## config.mk

```make
export PLATFORM = sky130hd
export DESIGN_NAME = tec_channel
export DESIGN_NICKNAME = d
export VERILOG_FILES = /design/src/hw/tec_pkg.sv /design/src/hw/tec_channel.sv
export SDC_FILE = /design/constraint.sdc
export NUM_CORES = 1
export LEC_CHECK = 0
export BUFFER_PORTS_ARGS = -buffer_cell sky130_fd_sc_hd__buf_2
export CAP_MARGIN = 20
export CORE_MARGIN = 3
export CORE_UTILIZATION = 55
export DETAILED_ROUTE_END_ITERATION = 7
export PLACE_DENSITY = 0.76
export SLEW_MARGIN = 10
export SYNTH_ARGS = -nofsm -noshare
export SYNTH_HDL_FRONTEND = slang
export SYNTH_SLANG_ARGS = --single-unit
```

## constraint.sdc

```tcl
create_clock -name clk -period 8.8 [get_ports clk]
set_input_delay 0.44 -clock clk [delete_from_list [all_inputs] [get_ports clk]]
set_output_delay 0.44 -clock clk [all_outputs]
set_load 0.01 [all_outputs]
```

## src/hw/tec_pkg.sv

```systemverilog
// Package for the timer event counter channel: register map, fields, types.
// Assumes a single 100 MHz clock and a plain strobe register port.
package tec_pkg;

  localparam int TEC_AW = 4;
  localparam int TEC_DW = 16;

  // Register indices on the plain register port.
  localparam logic [3:0] TEC_OFS_START = 4'h0;  // count_start_flags_reg
  localparam logic [3:0] TEC_OFS_VALUE = 4'h1;  // channel_value_reg
  localparam logic [3:0] TEC_OFS_MODE  = 4'h2;  // channel_mode_reg
  localparam logic [3:0] TEC_OFS_PINS  = 4'h3;  // pin state, read only

  // Field positions in the start-flags register.
  localparam int TEC_START_RUN = 0;

  // Field positions in the mode register.
  localparam int TEC_MODE_SRC_LO   = 0;  // two bits: source select
  localparam int TEC_MODE_EDGE     = 2;  // 1: falling edge on count input
  localparam int TEC_MODE_DOWN     = 3;  // 1: count down
  localparam int TEC_MODE_FREE     = 4;  // 1: free-running, no reload
  localparam int TEC_MODE_PULSE    = 5;  // 1: pulse output on output pin
  localparam int TEC_MODE_INV      = 6;  // 1: output polarity inverted
  localparam int TEC_MODE_TWOPH    = 7;  // 1: two-phase processing
  localparam int TEC_MODE_X4       = 8;  // 1: multiply-by-four (channel 3)
  localparam int TEC_MODE_W        = 9;

  localparam logic [TEC_MODE_W-1:0] TEC_MODE_RST = 9'h000;
  localparam logic [15:0]           TEC_VALUE_RST = 16'h0000;
  localparam logic [15:0]           TEC_COUNT_MAX = 16'hFFFF;
  localparam logic [15:0]           TEC_COUNT_MIN = 16'h0000;

  typedef enum logic [1:0] {
    TEC_SRC_PIN  = 2'b00,
    TEC_SRC_COMP = 2'b01,
    TEC_SRC_PREV = 2'b10,
    TEC_SRC_NEXT = 2'b11
  } tec_src_type;

  // Register port request.
  typedef struct packed {
    logic              wr;
    logic              rd;
    logic [TEC_AW-1:0] addr;
    logic [TEC_DW-1:0] wdata;
  } tec_req_type;

  // Events of neighbouring timers, each a one-cycle pulse.
  typedef struct packed {
    logic comp;
    logic prev;
    logic next;
  } tec_nbr_type;

endpackage : tec_pkg

```

## src/hw/tec_channel.sv

```systemverilog
// Event counter channel of a 16-bit timer: counter, reload, pulse output.
// Assumes every input is synchronous to clk except the two pins, which are
// synchronised here; neighbour events are one-cycle pulses on clk.
// How it works
// RL1: count selected edge on count input pin
// RL2: count companion timer events as source
// RL3: count events of preceding channel
// RL4: count events of following channel
// RL5: software bit picks up or down
// RL6: reload on overflow or underflow, keep counting
// RL7: free-running mode wraps without reload
// RL8: period FFFFh-n+1 up, n+1 down
// RL9: run bit starts and stops counting
// RL10: interrupt request on each overflow or underflow
// RL11: value register read returns current count
// RL12: write while stopped loads reload and counter
// RL13: write while running loads reload only
// RL14: pulse output toggles on each wrap
// RL15: stopped normal polarity output drives low
// RL16: inverted polarity drives high while stopped
// RL17: pins are general port or timer function
// RL18: two-phase only on channels two to four
// RL19: two-phase direction from phase relationship
// RL20: normal two-phase counts input edges when output high
// RL21: times-four counts all edges, direction by phase
// RL22: channel two normal, four times-four, three selectable
// RL23: pins synchronised and edge detected first
//
// The plain strobed port and the register offsets are this design's own decisions.
`timescale 1ns/10ps
`default_nettype none
module tec_channel
  import tec_pkg::*;
#(
  parameter int CHAN = 3
) (
  input  wire logic              clk,
  input  wire logic              nrst,
  input  wire logic              clkEn,
  input  wire tec_req_type       req,
  output logic [TEC_DW-1:0]      rdata,
  input  wire tec_nbr_type       nbrEvt,
  input  wire logic              countInPin,
  input  wire logic              outPinIn,
  output logic                   outPinOut,
  output logic                   outPinOe,
  output logic                   wrapEvt,
  output logic                   irqReq
);

  localparam bit TWO_OK = (CHAN >= 2) && (CHAN <= 4);

  function automatic logic isWr(input tec_req_type r, input logic [3:0] a);
    return r.wr && (r.addr == a);
  endfunction

  logic                  run_r;
  logic [TEC_MODE_W-1:0] mode_r;
  logic [15:0]           count_r;
  logic [15:0]           reload_r;
  logic                  tog_r;
  logic [1:0]            inSync_r;
  logic [1:0]            ouSync_r;
  logic                  inPrev_r;
  logic                  ouPrev_r;

  logic        twoPh;
  logic        x4;
  logic        inRise;
  logic        inFall;
  logic        ouEdge;
  logic        step;
  logic        down;
  logic        wrap;
  logic [15:0] count_nxt;
  tec_src_type src;

  assign src = tec_src_type'(mode_r[TEC_MODE_SRC_LO +: 2]);

  // Only channels 2..4 see the two-phase bit; 2 is fixed normal, 4 fixed x4.
  assign twoPh = TWO_OK && mode_r[TEC_MODE_TWOPH];  // [RL18]
  assign x4    = (CHAN == 4) || ((CHAN == 3) && mode_r[TEC_MODE_X4]);  // [RL22]

  // Two-flop synchronisers; only the second stage is used further on.
  always_ff @(posedge clk) begin  // [RL23]
    if (!nrst) begin
      inSync_r <= 2'b00;
      ouSync_r <= 2'b00;
      inPrev_r <= 1'b0;
      ouPrev_r <= 1'b0;
    end else if (clkEn) begin
      inSync_r <= {inSync_r[0], countInPin};
      ouSync_r <= {ouSync_r[0], outPinIn};
      inPrev_r <= inSync_r[1];
      ouPrev_r <= ouSync_r[1];
    end
  end

  assign inRise = inSync_r[1] && !inPrev_r;
  assign inFall = !inSync_r[1] && inPrev_r;
  assign ouEdge = ouSync_r[1] ^ ouPrev_r;

  // Count step and direction.
  always_comb begin
    step = 1'b0;
    down = mode_r[TEC_MODE_DOWN];  // [RL5]
    if (twoPh) begin
      if (x4) begin
        // Up when the input phase equals the other phase after an input edge,
        // or differs from it after an output-phase edge.
        step = inRise || inFall || ouEdge;  // [RL21]
        down = (inRise || inFall) ? (inSync_r[1] != ouSync_r[1])
                                  : (inSync_r[1] == ouSync_r[1]);  // [RL19]
      end else begin
        step = ouSync_r[1] && (inRise || inFall);  // [RL20]
        down = inFall;  // [RL19]
      end
    end else begin
      case (src)
        TEC_SRC_PIN:  step = mode_r[TEC_MODE_EDGE] ? inFall : inRise;  // [RL1]
        TEC_SRC_COMP: step = nbrEvt.comp;  // [RL2]
        TEC_SRC_PREV: step = nbrEvt.prev;  // [RL3]
        TEC_SRC_NEXT: step = nbrEvt.next;  // [RL4]
        default:      step = 1'b0;
      endcase
    end
  end

  // Wrap at FFFFh going up and at 0000h going down gives the stated periods.
  assign wrap = run_r && step &&
                (down ? (count_r == TEC_COUNT_MIN) : (count_r == TEC_COUNT_MAX));  // [RL8]

  always_comb begin
    count_nxt = count_r;
    if (isWr(req, TEC_OFS_VALUE) && !run_r) begin
      count_nxt = req.wdata;  // [RL12]
    end else if (run_r && step) begin  // [RL9]
      if (wrap && !mode_r[TEC_MODE_FREE]) begin
        count_nxt = reload_r;  // [RL6]
      end else if (down) begin
        count_nxt = count_r - 16'h0001;  // [RL7]
      end else begin
        count_nxt = count_r + 16'h0001;  // [RL7]
      end
    end
  end

  always_ff @(posedge clk) begin
    if (!nrst) begin
      count_r <= TEC_VALUE_RST;
    end else if (clkEn) begin
      count_r <= count_nxt;
    end
  end

  // Reload register takes every value write, running or not.
  always_ff @(posedge clk) begin
    if (!nrst) begin
      reload_r <= TEC_VALUE_RST;
    end else if (clkEn && isWr(req, TEC_OFS_VALUE)) begin
      reload_r <= req.wdata;  // [RL13]
    end
  end

  always_ff @(posedge clk) begin
    if (!nrst) begin
      run_r  <= 1'b0;
      mode_r <= TEC_MODE_RST;
    end else if (clkEn) begin
      if (isWr(req, TEC_OFS_START)) begin
        run_r <= req.wdata[TEC_START_RUN];  // [RL9]
      end
      if (isWr(req, TEC_OFS_MODE)) begin
        mode_r <= req.wdata[TEC_MODE_W-1:0];
      end
    end
  end

  // Event pulses out: wrap for neighbours, interrupt request for the core.
  always_ff @(posedge clk) begin
    if (!nrst) begin
      wrapEvt <= 1'b0;
      irqReq  <= 1'b0;
    end else if (clkEn) begin
      wrapEvt <= wrap;
      irqReq  <= wrap;  // [RL10]
    end else begin
      wrapEvt <= 1'b0;
      irqReq  <= 1'b0;
    end
  end

  // Pulse output: toggle state cleared while stopped, then polarity applied.
  always_ff @(posedge clk) begin
    if (!nrst) begin
      tog_r <= 1'b0;
    end else if (clkEn) begin
      if (!run_r) begin
        tog_r <= 1'b0;  // [RL15]
      end else if (wrap) begin
        tog_r <= !tog_r;  // [RL14]
      end
    end
  end

  // Pin is driven only as pulse output; otherwise it is a general port.
  always_ff @(posedge clk) begin
    if (!nrst) begin
      outPinOut <= 1'b0;
      outPinOe  <= 1'b0;
    end else if (clkEn) begin
      outPinOe  <= mode_r[TEC_MODE_PULSE] && !twoPh;  // [RL17]
      outPinOut <= (run_r ? tog_r : 1'b0) ^ mode_r[TEC_MODE_INV];  // [RL16]
    end
  end

  always_ff @(posedge clk) begin
    if (!nrst) begin
      rdata <= 16'h0000;
    end else if (clkEn) begin
      rdata <= 16'h0000;
      if (req.rd) begin
        case (req.addr)
          TEC_OFS_START: rdata <= {15'h0000, run_r};
          TEC_OFS_VALUE: rdata <= count_r;  // [RL11]
          TEC_OFS_MODE:  rdata <= {7'h00, mode_r};
          TEC_OFS_PINS:  rdata <= {13'h0000, tog_r, ouSync_r[1], inSync_r[1]};
          default:       rdata <= 16'h0000;
        endcase
      end
    end
  end

  a_stop_count_hold: assert property (@(posedge clk) disable iff (!nrst)  // [RL9]
    (clkEn && !run_r && !isWr(req, TEC_OFS_VALUE)) |=> $stable(count_r))
    else $error("Counter moved while stopped.");

  a_irq_on_wrap: assert property (@(posedge clk) disable iff (!nrst)  // [RL10]
    (clkEn && wrap) |=> irqReq)
    else $error("Missing interrupt after wrap.");

  a_reload_on_wrap: assert property (@(posedge clk) disable iff (!nrst)  // [RL6]
    (clkEn && wrap && !mode_r[TEC_MODE_FREE] && !isWr(req, TEC_OFS_VALUE))
      |=> count_r == $past(reload_r))
    else $error("Counter not reloaded.");

  a_free_wraps: assert property (@(posedge clk) disable iff (!nrst)  // [RL7]
    (clkEn && wrap && mode_r[TEC_MODE_FREE] && !down)
      |=> count_r == TEC_COUNT_MIN)
    else $error("Free-running counter did not wrap.");

  a_stopped_write: assert property (@(posedge clk) disable iff (!nrst)  // [RL12]
    (clkEn && !run_r && isWr(req, TEC_OFS_VALUE))
      |=> (count_r == $past(req.wdata)) && (reload_r == $past(req.wdata)))
    else $error("Stopped write missed counter.");

  a_running_write: assert property (@(posedge clk) disable iff (!nrst)  // [RL13]
    (clkEn && run_r && !step && isWr(req, TEC_OFS_VALUE)) |=> $stable(count_r))
    else $error("Running write reached counter.");

  a_read_count: assert property (@(posedge clk) disable iff (!nrst)  // [RL11]
    (clkEn && req.rd && req.addr == TEC_OFS_VALUE) |=> rdata == $past(count_r))
    else $error("Read did not return count.");

  a_stop_out_level: assert property (@(posedge clk) disable iff (!nrst)  // [RL15]
    (clkEn && !run_r) |=> outPinOut == $past(mode_r[TEC_MODE_INV]))
    else $error("Stopped output level wrong.");

  // Source selection, step direction, event pulses and pin handling.
  a_pin_edge_sel: assert property (@(posedge clk) disable iff (!nrst)  // [RL1]
    (!twoPh && src == TEC_SRC_PIN)
      |-> step == ((inRise && !mode_r[TEC_MODE_EDGE]) || (inFall && mode_r[TEC_MODE_EDGE])))
    else $error("Pin edge selection wrong.");

  a_comp_source: assert property (@(posedge clk) disable iff (!nrst)  // [RL2]
    (!twoPh && src == TEC_SRC_COMP) |-> step == nbrEvt.comp)
    else $error("Companion event not counted.");

  a_prev_source: assert property (@(posedge clk) disable iff (!nrst)  // [RL3]
    (!twoPh && src == TEC_SRC_PREV) |-> step == nbrEvt.prev)
    else $error("Preceding channel event not counted.");

  a_next_source: assert property (@(posedge clk) disable iff (!nrst)  // [RL4]
    (!twoPh && src == TEC_SRC_NEXT) |-> step == nbrEvt.next)
    else $error("Following channel event not counted.");

  a_up_step: assert property (@(posedge clk) disable iff (!nrst)  // [RL5]
    (clkEn && run_r && step && !down && !wrap)
      |=> count_r == $past(count_r) + 16'h0001)
    else $error("Up step missed.");

  a_down_step: assert property (@(posedge clk) disable iff (!nrst)  // [RL5]
    (clkEn && run_r && step && down && !wrap)
      |=> count_r == $past(count_r) - 16'h0001)
    else $error("Down step missed.");

  a_normal_gate: assert property (@(posedge clk) disable iff (!nrst)  // [RL20]
    (twoPh && !x4 && !ouSync_r[1]) |-> !step)
    else $error("Normal two-phase counted with phase low.");

  a_normal_up: assert property (@(posedge clk) disable iff (!nrst)  // [RL20]
    (twoPh && !x4 && ouSync_r[1] && inRise) |-> step && !down)
    else $error("Normal two-phase rising edge not counted up.");

  a_x4_dir: assert property (@(posedge clk) disable iff (!nrst)  // [RL21]
    (twoPh && x4 && ouSync_r[1] && (inRise || inFall))
      |-> step && (down == inFall))
    else $error("Times-four direction wrong.");

  a_one_step_edge: assert property (@(posedge clk) disable iff (!nrst)  // [RL23]
    (clkEn && inRise) |=> !inRise)
    else $error("Input edge seen twice.");

  a_run_write: assert property (@(posedge clk) disable iff (!nrst)  // [RL9]
    (clkEn && isWr(req, TEC_OFS_START))
      |=> run_r == $past(req.wdata[TEC_START_RUN]))
    else $error("Run bit write lost.");

  a_enable_freeze: assert property (@(posedge clk) disable iff (!nrst)  // [RL9]
    !clkEn |=> $stable(count_r) && $stable(run_r))
    else $error("State moved with clock enable low.");

  a_wrap_pulse: assert property (@(posedge clk) disable iff (!nrst)  // [RL4]
    (clkEn && wrap) |=> wrapEvt)
    else $error("Missing wrap event pulse.");

  a_no_irq_idle: assert property (@(posedge clk) disable iff (!nrst)  // [RL10]
    (clkEn && !wrap) |=> !irqReq)
    else $error("Interrupt without wrap.");

  a_toggle_wrap: assert property (@(posedge clk) disable iff (!nrst)  // [RL14]
    (clkEn && wrap) |=> tog_r != $past(tog_r))
    else $error("Toggle state missed a wrap.");

  a_out_enable: assert property (@(posedge clk) disable iff (!nrst)  // [RL17]
    clkEn
      |=> outPinOe == ($past(mode_r[TEC_MODE_PULSE]) && !$past(twoPh)))
    else $error("Output enable wrong.");

  c_wrap_up: cover property (@(posedge clk) disable iff (!nrst) wrap && !down);
  c_wrap_down: cover property (@(posedge clk) disable iff (!nrst) wrap && down);
  c_two_phase: cover property (@(posedge clk) disable iff (!nrst) twoPh && step);
  c_running_write: cover property (@(posedge clk) disable iff (!nrst)
    run_r && isWr(req, TEC_OFS_VALUE));
  c_pin_step: cover property (@(posedge clk) disable iff (!nrst)
    !twoPh && src == TEC_SRC_PIN && step);

endmodule : tec_channel
`default_nettype wire

```

Word level (Yosys, flattened, before mapping)
Cells that the tools add are included.
{"block": "classes", "bitwise": 2, "n_addsub": 2, "muxes": 17, "reduce_logical": 29, "eq_ne": 10}
{"op": "$mux W16", "count": 5}
{"op": "$pmux W16 S4", "count": 1}
{"op": "$add A16 B1 Y16 const B", "count": 1}
{"op": "$eq A16 B16 Y1 const B", "count": 1}
{"op": "$logic_not A16 Y1", "count": 1}
{"op": "$sub A16 B1 Y16 const B", "count": 1}
{"op": "$logic_and A1 B1 Y1", "count": 12}
{"op": "$mux W1", "count": 10}
{"op": "$reduce_and A2 Y1", "count": 5}
{"op": "$eq A4 B2 Y1 const B", "count": 2}
{"op": "$logic_not A1 Y1", "count": 6}
{"op": "$eq A2 B2 Y1 const B", "count": 2}
{"op": "$eq A4 B1 Y1 const B", "count": 1}
{"op": "$logic_not A4 Y1", "count": 1}
{"op": "$pmux W1 S4", "count": 1}
{"op": "$eq A2 B1 Y1 const B", "count": 1}
{"op": "$logic_not A2 Y1", "count": 1}
{"op": "$logic_or A1 B1 Y1", "count": 2}
{"op": "$ne A2 B1 Y1 const B", "count": 1}
{"op": "$reduce_bool A2 Y1", "count": 1}
{"op": "$xor A1 B1 Y1", "count": 2}
{"op": "$eq A1 B1 Y1", "count": 1}
{"op": "$ne A1 B1 Y1", "count": 1}
{"block": "totals", "word_cells": 73, "inputBits": 30, "reg_bits": 68, "output_inout_bits": 20}

Depth between registers and ports, before layout
Gate-level depths: netlist (run 1).
{"block": "depth", "word_depth": 12, "mapped_depth": 14, "ltp_nobuf": 14}

Worst setup path after synthesis (run 1)
OpenSTA, ideal clock, no wires.
{"block": "synth_timing", "path_type": "reg2reg", "startpoint": "reg inSync_r[1]", "endpoint": "reg count_r[15]", "setup_ns": 0.122, "period_less_slack_ns": 3.431, "stages_incl_launch_ff": 14, "t_arrival_ns": 3.309, "required_ns": 8.678, "path_buffers": 0, "path_slack_ns": 5.369, "cell_sequence": "dfxtp_1 -> inv_1 -> ha_1 -> xnor3_1 -> o211ai_1 -> nand2_1 -> inv_1 -> ha_1 -> a211oi_1 -> o21ai_0 -> o2111a_1 -> o311ai_0 -> mux2i_1 -> o21ai_0"}
{"block": "synth_via", "elab_chain_cells": 12, "word_cells_on_any_way": 25, "cone_classes": "2 x eq/ne; 12 x mux; 11 x reduce/logical"}
{"item": "start: declaration", "line_no": "tec_channel.sv:62", "rtl": "logic [1:0] inSync_r;"}
{"item": "start signal: assignment", "line_no": "tec_channel.sv:92", "rtl": "inSync_r <= {inSync_r[0], countInPin};"}
{"item": "$logic_not A1 Y1", "line_no": "tec_channel.sv:100", "rtl": "assign inFall = !inSync_r[1] && inPrev_r;"}
{"item": "$logic_and A1 B1 Y1", "line_no": "tec_channel.sv:100"}
{"item": "$logic_or A1 B1 Y1", "line_no": "tec_channel.sv:111, tec_channel.sv:112, tec_channel.sv:115"}
{"item": "$mux W1 (tied with other cells)", "line_no": "tec_channel.sv:112", "rtl": "down = (inRise || inFall) ? (inSync_r[1] != ouSync_r[1])"}
{"item": "$mux W1", "line_no": "tec_channel.sv:108", "rtl": "if (x4) begin"}
{"item": "$mux W1", "line_no": "tec_channel.sv:107", "rtl": "if (twoPh) begin"}
{"item": "$mux W1 or $logic_and A1 B1 Y1 (tied branches)", "line_no": "tec_channel.sv:131, tec_channel.sv:130, tec_channel.sv:137"}
{"item": "$logic_and A1 B1 Y1", "line_no": "tec_channel.sv:130", "rtl": "assign wrap = run_r && step &&"}
{"item": "$logic_and A1 B1 Y1", "line_no": "tec_channel.sv:138", "rtl": "if (wrap && !mode_r[TEC_MODE_FREE]) begin"}
{"item": "$mux W16", "line_no": "tec_channel.sv:138"}
{"item": "$mux W16", "line_no": "tec_channel.sv:137", "rtl": "end else if (run_r && step) begin"}
{"item": "$mux W16", "line_no": "tec_channel.sv:135", "rtl": "if (isWr(req, TEC_OFS_VALUE) && !run_r) begin"}
{"item": "end signal: assignment", "line_no": "tec_channel.sv:152", "rtl": "count_r <= count_nxt;"}
{"item": "end: declaration", "line_no": "tec_channel.sv:59", "rtl": "logic [15:0] count_r;"}
Several ways; a longest one is shown, not always the timed one. The select of a mux whose other input is x is not followed.
A chain may end at the register's enable or synchronous reset.

Worst setup path after layout (run 1)
Same ends and word-level chain as after synthesis.

==> flow_metrics.py, run 1 <==
metrics = {
    "sta": {
        "timing.slew.headroom": 0.207,
        "drv_slew": 0,
        "setup_viol": 0,
        "fmax_mhz": 251,
        "tightestPinTransition_ns": 1.19,
        "skew_ns": 0.00781,
        "hold_viol_final": 0,
        "rsz0062_at_grt": "false",
        "tns_ns": 0,
        "min_period_ns": 3.98,
        "finalCritPeriodShare": 0.452,
    },
    "routing": {
        "num_vias": 3649,
        "route.met3.wl_microns": 662,
        "via_per_inst": 5.94,
        "drt_wl_total_microns": 10100,
        "routed.top_layer": "met4",
        "wire_per_inst_microns": 16.4,
        "wl_met1_microns": 4710,
        "ant_nets": 0,
        "firstDrtPassIters": 4,
        "drt_iter0_drc": 312,
        "drcViolationCount": 0,
        "met2_length_microns": 4460,
    },
    "worst_setup_path": {
        "critPathKind": "reg -> reg",
        "end_kind": "register",
        "cp_max_fo": 16,
        "required_ns": 9.05,
        "cp-start-kind": "register",
        "arrival_ns": 4.23,
    },
    "global_routing": {
        "grt_antenna_before_repair": 0,
        "grt_pass1_vias": 3416,
        "grt_overflow_total": 0,
        "grt_start_max_net_pins": 61,
        "track_usage": 0.255,
        "grt_pass1_wl_microns": 16900,
    },
    "synth": {
        "ys_types": 58,
        "yosysWarningCount": 0,
        "synth_top_family_by_area": "compound AO/OA/AOI/OAI gates",
        "syn-num-nets": 522,
        "ys.flop_type": "dfxtp_1",
        "synthSimpleGateAreaFrac": 0.230,
        "yosys.area_share.adder": 0.0624,
        "synthMuxAreaShare": 0.0442,
        "ys_ff_latch": 68,
        "yosysSeqAreaShare": 0.346,
        "synthArstFlopShare": 0,
        "syn_area_sq_um": 3930,
        "synth_compound_area_frac": 0.244,
        "synth-xor-area-share": 0.0369,
        "syn_avg_cell_area_sq_um": 8.31,
        "syn_inst": 473,
        "synth_edf_count": 0,
    },
    "layout": {
        "layout_common_cells": "nand2_1, dfxtp_1, buf_2",
        "layout_commonest_cell": "nand2_1",
        "fill_cells": 606,
        "final_cell_area_sq_um": 4440,
        "drive_gt1_frac": 0.151,
        "nets": 562,
        "multiInputGateArea_sq_um": 2430,
        "syn_to_final_growth_pct": 13.0,
        "antenna_cells": 0,
        "seq_area_sq_um": 1360,
    },
    "die": {
        "placementRows": 30,
        "dieHeight_microns": 90.5,
        "dieWidth_microns": 90.5,
        "initial_utilization": 0.572,
        "io_pins": 50,
        "die_area_sq_um": 8200,
        "core_area_sq_um": 6870,
    },
    "clocking": {
        "cts_made_buffers": 9,
        "postCtsSetupBuffers": 0,
        "h-tree-depth": 3,
        "cts_root_buffer": "clkbuf_8",
        "cts_resized": 0,
        "ctsHoldBuffers": 0,
        "cts_buffer_depth": 2,
        "cts.sinks": 68,
        "insertion_delay_ns": 0.36,
        "cts_tree": "yes",
        "path_clk_slew_ns": 0.08,
    },
    "min_path": {
        "worstHoldPathType": "in -> reg",
    },
    "outcome": {
        "status": "complete, no violations",
    },
    "placement": {
        "dpl-instance-area_sq_um": 4220,
        "hpwl_microns": 7020,
        "portBuffers": 49,
        "globalplace.congestion": 0.923,
    },
    "power": {
        "irDropWorstVdd_uv": 94.4,
        "p_per_area_nw_per_um2": 147,
        "power_leakage_nw": 1.77,
    },
    "run": {
        "cap_violations": 0,
    },
}
-- power breakdown --
| group | leakage (nW) | total, mW | switching, mW | internal, mW |
|---|---|---|---|---|
| sequential | 0.549 | 0.315 | 0.00399 | 0.311 |
| clock | 0.110 | 0.294 | 0.132 | 0.161 |
| combinational | 1.11 | 0.0466 | 0.0270 | 0.0196 |
| total | 1.77 | 0.655 | 0.163 | 0.492 |
-- worst paths after layout --
path                            start                       end  slack (ns)  depth (start not counted)
min                           req[11]  count_r[11]$_SDFFE_PN0P_        0.32                          3
max          inSync_r[1]$_SDFFE_PN0P_  count_r[15]$_SDFFE_PN0P_        4.82                         13
min reg2reg  reload_r[8]$_SDFFE_PN0P_  reload_r[8]$_SDFFE_PN0P_        0.47                          2
max reg2reg  inSync_r[1]$_SDFFE_PN0P_  count_r[15]$_SDFFE_PN0P_        4.82                         13
-- state kept, by name, summed over array words and instances, names as in the netlist --
| register | count |
|---|---|
| ouSync_r | 2 |
| mode_r | 9 |
| count_r | 16 |
| run_r | 1 |
| irqReq | 1 |
| outPinOut | 1 |
| inPrev_r | 1 |
| reload_r | 16 |
| outPinOe | 1 |
| tog_r | 1 |
| rdata | 16 |
| inSync_r | 2 |
| ouPrev_r | 1 |
-- stage by stage --
step	utilization	hold WS [ns]	total power, mW	instances	setup slack (ns)
detailed placement	0.614	0.462	0.368	598	4.85
finish	0.647	0.322	0.655	614	4.82
global placement	0.614	0.454	0.367	598	5.02
CTS	0.647	0.318	0.657	614	4.82
floorplan	-	0.443	0.350	473	5.37
global route	0.647	0.337	0.677	614	4.58
-- critical path, stage by stage (launching register included) --
cell and delay (ns):
dfxtp_1 0.44, inv_1 0.07, ha_1 0.32, xnor3_1 0.22
o211ai_1 0.26, nand2_1 0.17, inv_1 0.46, ha_1 0.36
a211oi_1 0.22, o21ai_0 0.23, o2111a_1 0.34, o311ai_0 0.46
mux2i_1 0.23, o21ai_0 0.09
-- layout make-up --
cell class                      count  area share
Clock buffer                        9      0.0279
Multi-Input combinational cell    372       0.547
Clock inverter                      7      0.0222
Inverter                            9     0.00760
Timing Repair Buffer               53      0.0620
Sequential cell                    68       0.306
Tap cell                           96      0.0270
-- synthesized netlist by cell type, drive strengths merged (4+ instances only) --
master | number | area, sq um
nand4 | 4 | 25.0
mux2i | 14 | 140
o211ai | 6 | 45.0
nor3 | 12 | 60.1
nand2 | 70 | 263
nor4 | 5 | 31.3
xnor2 | 6 | 52.6
a31oi | 4 | 31.3
buf | 4 | 30.0
o21ai | 21 | 105
a22oi | 23 | 173
xor2 | 8 | 70.1
clkbuf | 20 | 76.3
or3 | 6 | 37.5
nor2b | 30 | 188
dfxtp | 68 | 1360
ha | 18 | 225
nor2 | 29 | 109
a21o | 4 | 30.0
inv | 9 | 33.8
nand2b | 8 | 50.1
a21oi | 28 | 140
nand3 | 11 | 55.1
a21boi | 25 | 188
-- routing by layer --
| layer | global-route usage | up-vias |
|---|---|---|
| met3 | 0.0567 | 20 |
| met4 | 0.101 | 0 |
| li1 | - | 1783 |
| met5 | 0 | - |
| met1 | 0.351 | 1724 |
| met2 | 0.385 | 122 |
-- cells by family after synthesis --
group / after synthesis
simple gates: 186
buf+inv: 33
mux: 16
xor+xnor: 15
compound gates: 136
flops: 68
fa+ha+maj: 19
Power figures use the tool's default switching activity.
==> run 2: changes to the inputs <==
Clock period 8.8 ns to 4.1 ns, I/O delays scaled along.
==> run 2 against run 1 <==
Against the previous run: sequential cell count did not move; clock power increased to 2.5 times the previous value; wire length up 4.0%; sequential share of layout area decreased by 0.43 points; clock-buffer cell count stayed put; critical endpoint is now count_r[14]$_SDFFE_PN0P_; fmax grew 3.7%; largest power group is now clock; setup slack worse by 4.6 ns; cell area grew 1.4%; power is 130% higher; die area did not move.
==> flow_metrics.py, run 2 (synthesized netlist as in run 1, its figures left out) <==
metrics = {
    "outcome": {
        "status": "complete, no violations",
    },
    "worst_setup_path": {
        "cp_max_fo": 10,
        "r2r_end": "count_r[14]$_SDFFE_PN0P_",
        "reg2reg_slack_ns": 0.26,
        "end_kind": "register",
        "r2r_cells": 15,
        "critical_path.cell_chain": "inv_1, ha_1, xnor3_1, o211ai_1, nand2_1, inv_1, buf_4, ha_1, a21oi_1, nand2_1, o21ai_0, a21oi_1, xnor2_1, o2111ai_1, o2111a_1",
        "slowest_stage": "dfxtp_1",
        "arrival_ns": 4.13,
        "required_ns": 4.40,
        "crit_buf_inv": 3,
        "cpPeakStageDelay_ns": 0.43,
        "cp-start-kind": "register",
        "worstReg2RegStart": "inSync_r[1]$_SDFFE_PN0P_",
        "critPathKind": "reg -> reg",
        "critPathTopFamily": "compound AO/OA/AOI/OAI gates",
    },
    "power": {
        "power_mw": 1.52,
        "irDropWorstVdd_uv": 282,
        "p_per_area_nw_per_um2": 338,
        "power_leakage_nw": 1.80,
    },
    "sta": {
        "tns_ns": 0,
        "tightestPinTransition_ns": 0.975,
        "finalCritPeriodShare": 0.936,
        "timing.slew.headroom": 0.348,
        "hold_viol_final": 0,
        "rsz0062_at_grt": "false",
        "fmax_mhz": 261,
        "min_period_ns": 3.84,
        "skew_ns": 0.0108,
        "drv_slew": 0,
        "timing.final.ws_setup_ns": 0.263,
        "setup_viol": 0,
    },
    "layout": {
        "antenna_cells": 0,
        "fin_util": 0.656,
        "layout_commonest_cell": "nand2_1",
        "layout_common_cells": "nand2_1, dfxtp_1, buf_2",
        "fill_cells": 623,
        "syn_to_final_growth_pct": 14.6,
        "drive_gt1_frac": 0.154,
        "reg_top3": "count_r: 16 flops, rdata: 16 flops, reload_r: 16 flops",
        "nets": 564,
    },
    "global_routing": {
        "grt_start_max_net_pins": 46,
        "grt_antenna_before_repair": 0,
        "track_usage": 0.255,
        "grt_pass1_wl_microns": 16900,
        "grt_overflow_total": 0,
        "grt_pass1_vias": 3457,
    },
    "die": {
        "initial_utilization": 0.572,
        "dieWidth_microns": 90.5,
        "die_area_sq_um": 8200,
        "io_pins": 50,
        "core_area_sq_um": 6870,
        "dieHeight_microns": 90.5,
        "placementRows": 30,
    },
    "clocking": {
        "cts_tree": "yes",
        "h-tree-depth": 3,
        "insertion_delay_ns": 0.35,
        "postCtsSetupBuffers": 0,
        "cts_root_buffer": "clkbuf_8",
        "cts_made_buffers": 9,
        "ctsHoldBuffers": 0,
        "cts_buffer_depth": 2,
        "cts_resized": 0,
        "path_clk_slew_ns": 0.08,
        "cts.sinks": 68,
    },
    "min_path": {
        "worstHoldPathType": "in -> reg",
        "hold_depth": 3,
        "min_from": "req[11]",
        "holdPathEnd": "count_r[11]$_SDFFE_PN0P_",
    },
    "routing": {
        "wire_per_inst_microns": 17.0,
        "via_per_inst": 6.09,
        "drt_iter0_drc": 306,
        "drcViolationCount": 0,
        "firstDrtPassIters": 5,
        "drt_wl_total_microns": 10500,
        "ant_nets": 0,
        "num_vias": 3752,
    },
    "placement": {
        "place_worst_setup_slack_ns": 0.332,
        "portBuffers": 49,
        "globalplace.congestion": 0.911,
        "hpwl_microns": 7340,
    },
    "run": {
        "cap_violations": 0,
    },
}
==> run 2: per-stage QoR <==
step / std cells / hold slack (ns) / cell area [sq um]
5_1_grt: 616 / 0.103 / 4510
4_1_cts: 616 / 0.0846 / 4510
6_report: 616 / 0.0924 / 4510
2_1_floorplan: 473 / 0.336 / 3930
3_3_place_gp: 600 / 0.438 / 4240
3_5_place_dp: 600 / 0.452 / 4240
==> run 2: metal layers <==
metal  share of wire  vias to the layer above  track usage
met5               0                        -            0
met4           0.029                        0        0.115
met3           0.071                       30       0.0408
met2            0.45                      158        0.400
met1            0.44                     1774        0.343
li1                -                     1790            -
==> run 2: where the power goes <==
| group | switching [mW] | internal [mW] | total (mW) | leakage (nW) |
|---|---|---|---|---|
| Sequential | 0.00895 | 0.667 | 0.676 | 0.549 |
| Clock | 0.276 | 0.470 | 0.745 | 0.134 |
| Combinational | 0.0586 | 0.0421 | 0.101 | 1.12 |
==> run 2: worst max-delay path by stage <==
stage	start	to	slack [ns]	depth (start not counted)
final	inSync_r[1]$_SDFFE_PN0P_	count_r[14]$_SDFFE_PN0P_	0.26	15
after global routing	inSync_r[1]$_SDFFE_PN0P_	count_r[14]$_SDFFE_PN0P_	0.07	15
after CTS	inSync_r[1]$_SDFFE_PN0P_	count_r[15]$_SDFFE_PN0P_	0.31	13
after detailed placement	inSync_r[1]$_SDFFE_PN0P_	count_r[15]$_SDFFE_PN0P_	0.33	13
after global placement	inSync_r[1]$_SDFFE_PN0P_	count_r[15]$_SDFFE_PN0P_	0.49	13
after floorplan	inSync_r[1]$_SDFFE_PN0P_	count_r[15]$_SDFFE_PN0P_	0.67	13
==> run 2: area by class of cell <==
class | instances | area, sq um | area share
multi-input combinational | 372 | 2430 | 0.539
sequential | 68 | 1360 | 0.302
timing repair buffer | 55 | 290 | 0.0644
clock inverter | 7 | 146 | 0.0325
clock buffer | 9 | 124 | 0.0275
tap | 96 | 120 | 0.0267
inverter | 9 | 33.8 | 0.00750
==> run 2: worst reg2reg max path, cell delays in order (launching register included) <==
cell and delay [ns]:
dfxtp_1 0.43, inv_1 0.07, ha_1 0.32, xnor3_1 0.21, o211ai_1 0.28, nand2_1 0.17
inv_1 0.32, buf_4 0.23, ha_1 0.29, a21oi_1 0.21, nand2_1 0.09, o21ai_0 0.39
a21oi_1 0.17, xnor2_1 0.18, o2111ai_1 0.22, o2111a_1 0.20
==> run 3: changes to the inputs <==
Settings changed: CELL_PAD_IN_SITES_DETAIL_PLACEMENT set to 0, CELL_PAD_IN_SITES_GLOBAL_PLACEMENT set to 1, CORE_UTILIZATION 55 to 44, PLACE_DENSITY 0.76 to not set, PLACE_DENSITY_LB_ADDON set to 0.1, SKIP_LAST_GASP set to 1.
==> run 3 against run 2 <==
Against the previous run: hold slack better by 0.0075 ns; global-route usage is 3.0 points lower; highest routed layer unchanged; die area is 23% higher; core utilization is 13 points lower; wire length is 4.1% higher; combinational power hardly changed; sequential cell count stayed put; sequential share of layout area is 0.41 points higher; critical path depth is 1 lower; via count is 4.5% lower; sequential power hardly changed.
==> flow_metrics.py, run 3 (synthesized netlist as in run 1, its figures left out) <==
metrics = {
    "global_routing": {
        "grt_overflow_total": 0,
        "track_usage": 0.224,
        "grt_antenna_before_repair": 0,
        "grt_pass1_wl_microns": 18000,
        "grt_start_max_net_pins": 38,
        "grt_pass1_vias": 3508,
    },
    "routing": {
        "routed.top_layer": "met4",
        "ant_nets": 0,
        "drt_wl_total_microns": 10900,
        "firstDrtPassIters": 5,
        "via_per_inst": 5.73,
        "wire_per_inst_microns": 17.5,
        "route.met3.wl_microns": 586,
        "wl_met1_microns": 5480,
        "drt_iter0_drc": 236,
        "num_vias": 3584,
        "drcViolationCount": 0,
        "met2_length_microns": 4670,
    },
    "die": {
        "placementRows": 33,
        "core_area_sq_um": 8460,
        "initial_utilization": 0.464,
        "io_pins": 50,
        "die_area_sq_um": 10100,
        "dieWidth_microns": 101,
        "dieHeight_microns": 101,
    },
    "min_path": {
        "min_from": "req[10]",
        "worstHoldPathType": "in -> reg",
    },
    "sta": {
        "tightestPinTransition_ns": 0.882,
        "min_period_ns": 3.76,
        "drv_slew": 0,
        "finalCritPeriodShare": 0.916,
        "tns_ns": 0,
        "fmax_mhz": 266,
        "timing.final.ws_setup_ns": 0.345,
        "hold_viol_final": 0,
        "rsz0062_at_grt": "false",
        "timing.slew.headroom": 0.412,
        "skew_ns": 0.0115,
        "setup_viol": 0,
    },
    "layout": {
        "fin_cells": 625,
        "reg_top3": "count_r: 16 flops, rdata: 16 flops, reload_r: 16 flops",
        "antenna_cells": 0,
        "syn_to_final_growth_pct": 13.1,
        "layout_commonest_cell": "nand2_1",
        "final_cell_area_sq_um": 4450,
        "drive_gt1_frac": 0.154,
        "layout_common_cells": "nand2_1, dfxtp_1, buf_2",
        "nets": 565,
    },
    "power": {
        "p_per_area_nw_per_um2": 299,
        "power_mw": 1.33,
        "irDropWorstVdd_uv": 154,
        "power_leakage_nw": 1.76,
    },
    "placement": {
        "dpl-instance-area_sq_um": 4250,
        "place_worst_setup_slack_ns": 0.352,
        "hpwl_microns": 8000,
        "portBuffers": 49,
        "globalplace.congestion": 0.872,
        "placed_cells": 610,
    },
    "clocking": {
        "cts_made_buffers": 9,
        "insertion_delay_ns": 0.34,
        "cts_buffer_depth": 2,
        "cts_root_buffer": "clkbuf_8",
        "cts.sinks": 68,
        "postCtsSetupBuffers": 0,
        "cts_tree": "yes",
        "h-tree-depth": 3,
        "path_clk_slew_ns": 0.08,
    },
    "worst_setup_path": {
        "critPathTopFamily": "compound AO/OA/AOI/OAI gates",
        "cp_max_fo": 11,
        "cp-start-kind": "register",
        "cpPeakStageDelay_ns": 0.44,
        "required_ns": 4.32,
        "slowest_stage": "dfxtp_1",
        "critical_path.cell_chain": "inv_1, ha_1, xnor3_1, o211ai_1, nand2_1, inv_2, buf_4, ha_1, a21oi_1, o21ai_0, o2111a_1, o311ai_0, mux2i_1, o21ai_0",
        "end_kind": "register",
        "critPathKind": "reg -> reg",
        "worstReg2RegStart": "inSync_r[1]$_SDFFE_PN0P_",
        "arrival_ns": 3.98,
        "critPathLaunch": "inSync_r[1]$_SDFFE_PN0P_",
        "crit_buf_inv": 3,
    },
    "run": {
        "cap_violations": 0,
    },
    "outcome": {
        "status": "complete, no violations",
    },
}
-- run 3: area by class of cell --
class,count,area (sq um)
multi-input combinational,372,2430
inverter,9,33.8
clock inverter,4,50.0
tap,105,131
timing repair buffer,56,298
sequential,68,1360
fill,851,4020
clock buffer,11,141
-- run 3: what timing repair did --
| item | 4_1_cts | 5_1_grt |
|---|---|---|
| hold buffers | 0 | 0 |
| setup endpoints to repair | 0 | 2 |
| gates resized for setup | 0 | 1 |
-- run 3: final timing paths --
path | slack [ns] | to | cells past startpoint
max | 0.34 | count_r[15]$_SDFFE_PN0P_ | 14
min | 0.1 | count_r[10]$_SDFFE_PN0P_ | 3
max reg2reg | 0.34 | count_r[15]$_SDFFE_PN0P_ | 14
min reg2reg | 0.47 | reload_r[6]$_SDFFE_PN0P_ | 2
-- run 3: per-stage QoR --
step,util,hold WS (ns)
5_1_grt,0.525,0.112
2_1_floorplan,-,0.336
6_report,0.525,0.0998
3_3_place_gp,0.503,0.443
4_1_cts,0.525,0.0873
3_5_place_dp,0.503,0.445
-- run 3: layer usage --
metal | global-route usage | up-vias
met5 | 0 | -
met4 | 0.0746 | 0
met3 | 0.0374 | 14
met2 | 0.343 | 95
met1 | 0.322 | 1682
li1 | - | 1793
-- run 3: worst min-delay path, stage by stage --
cell     delay, ns
buf_2         0.09
a22oi_1       0.05
o21ai_0       0.06
-- run 3: power breakdown --
group          internal (mW)  switching [mW]
clock                  0.294           0.257
sequential             0.667         0.00933
combinational         0.0425          0.0589
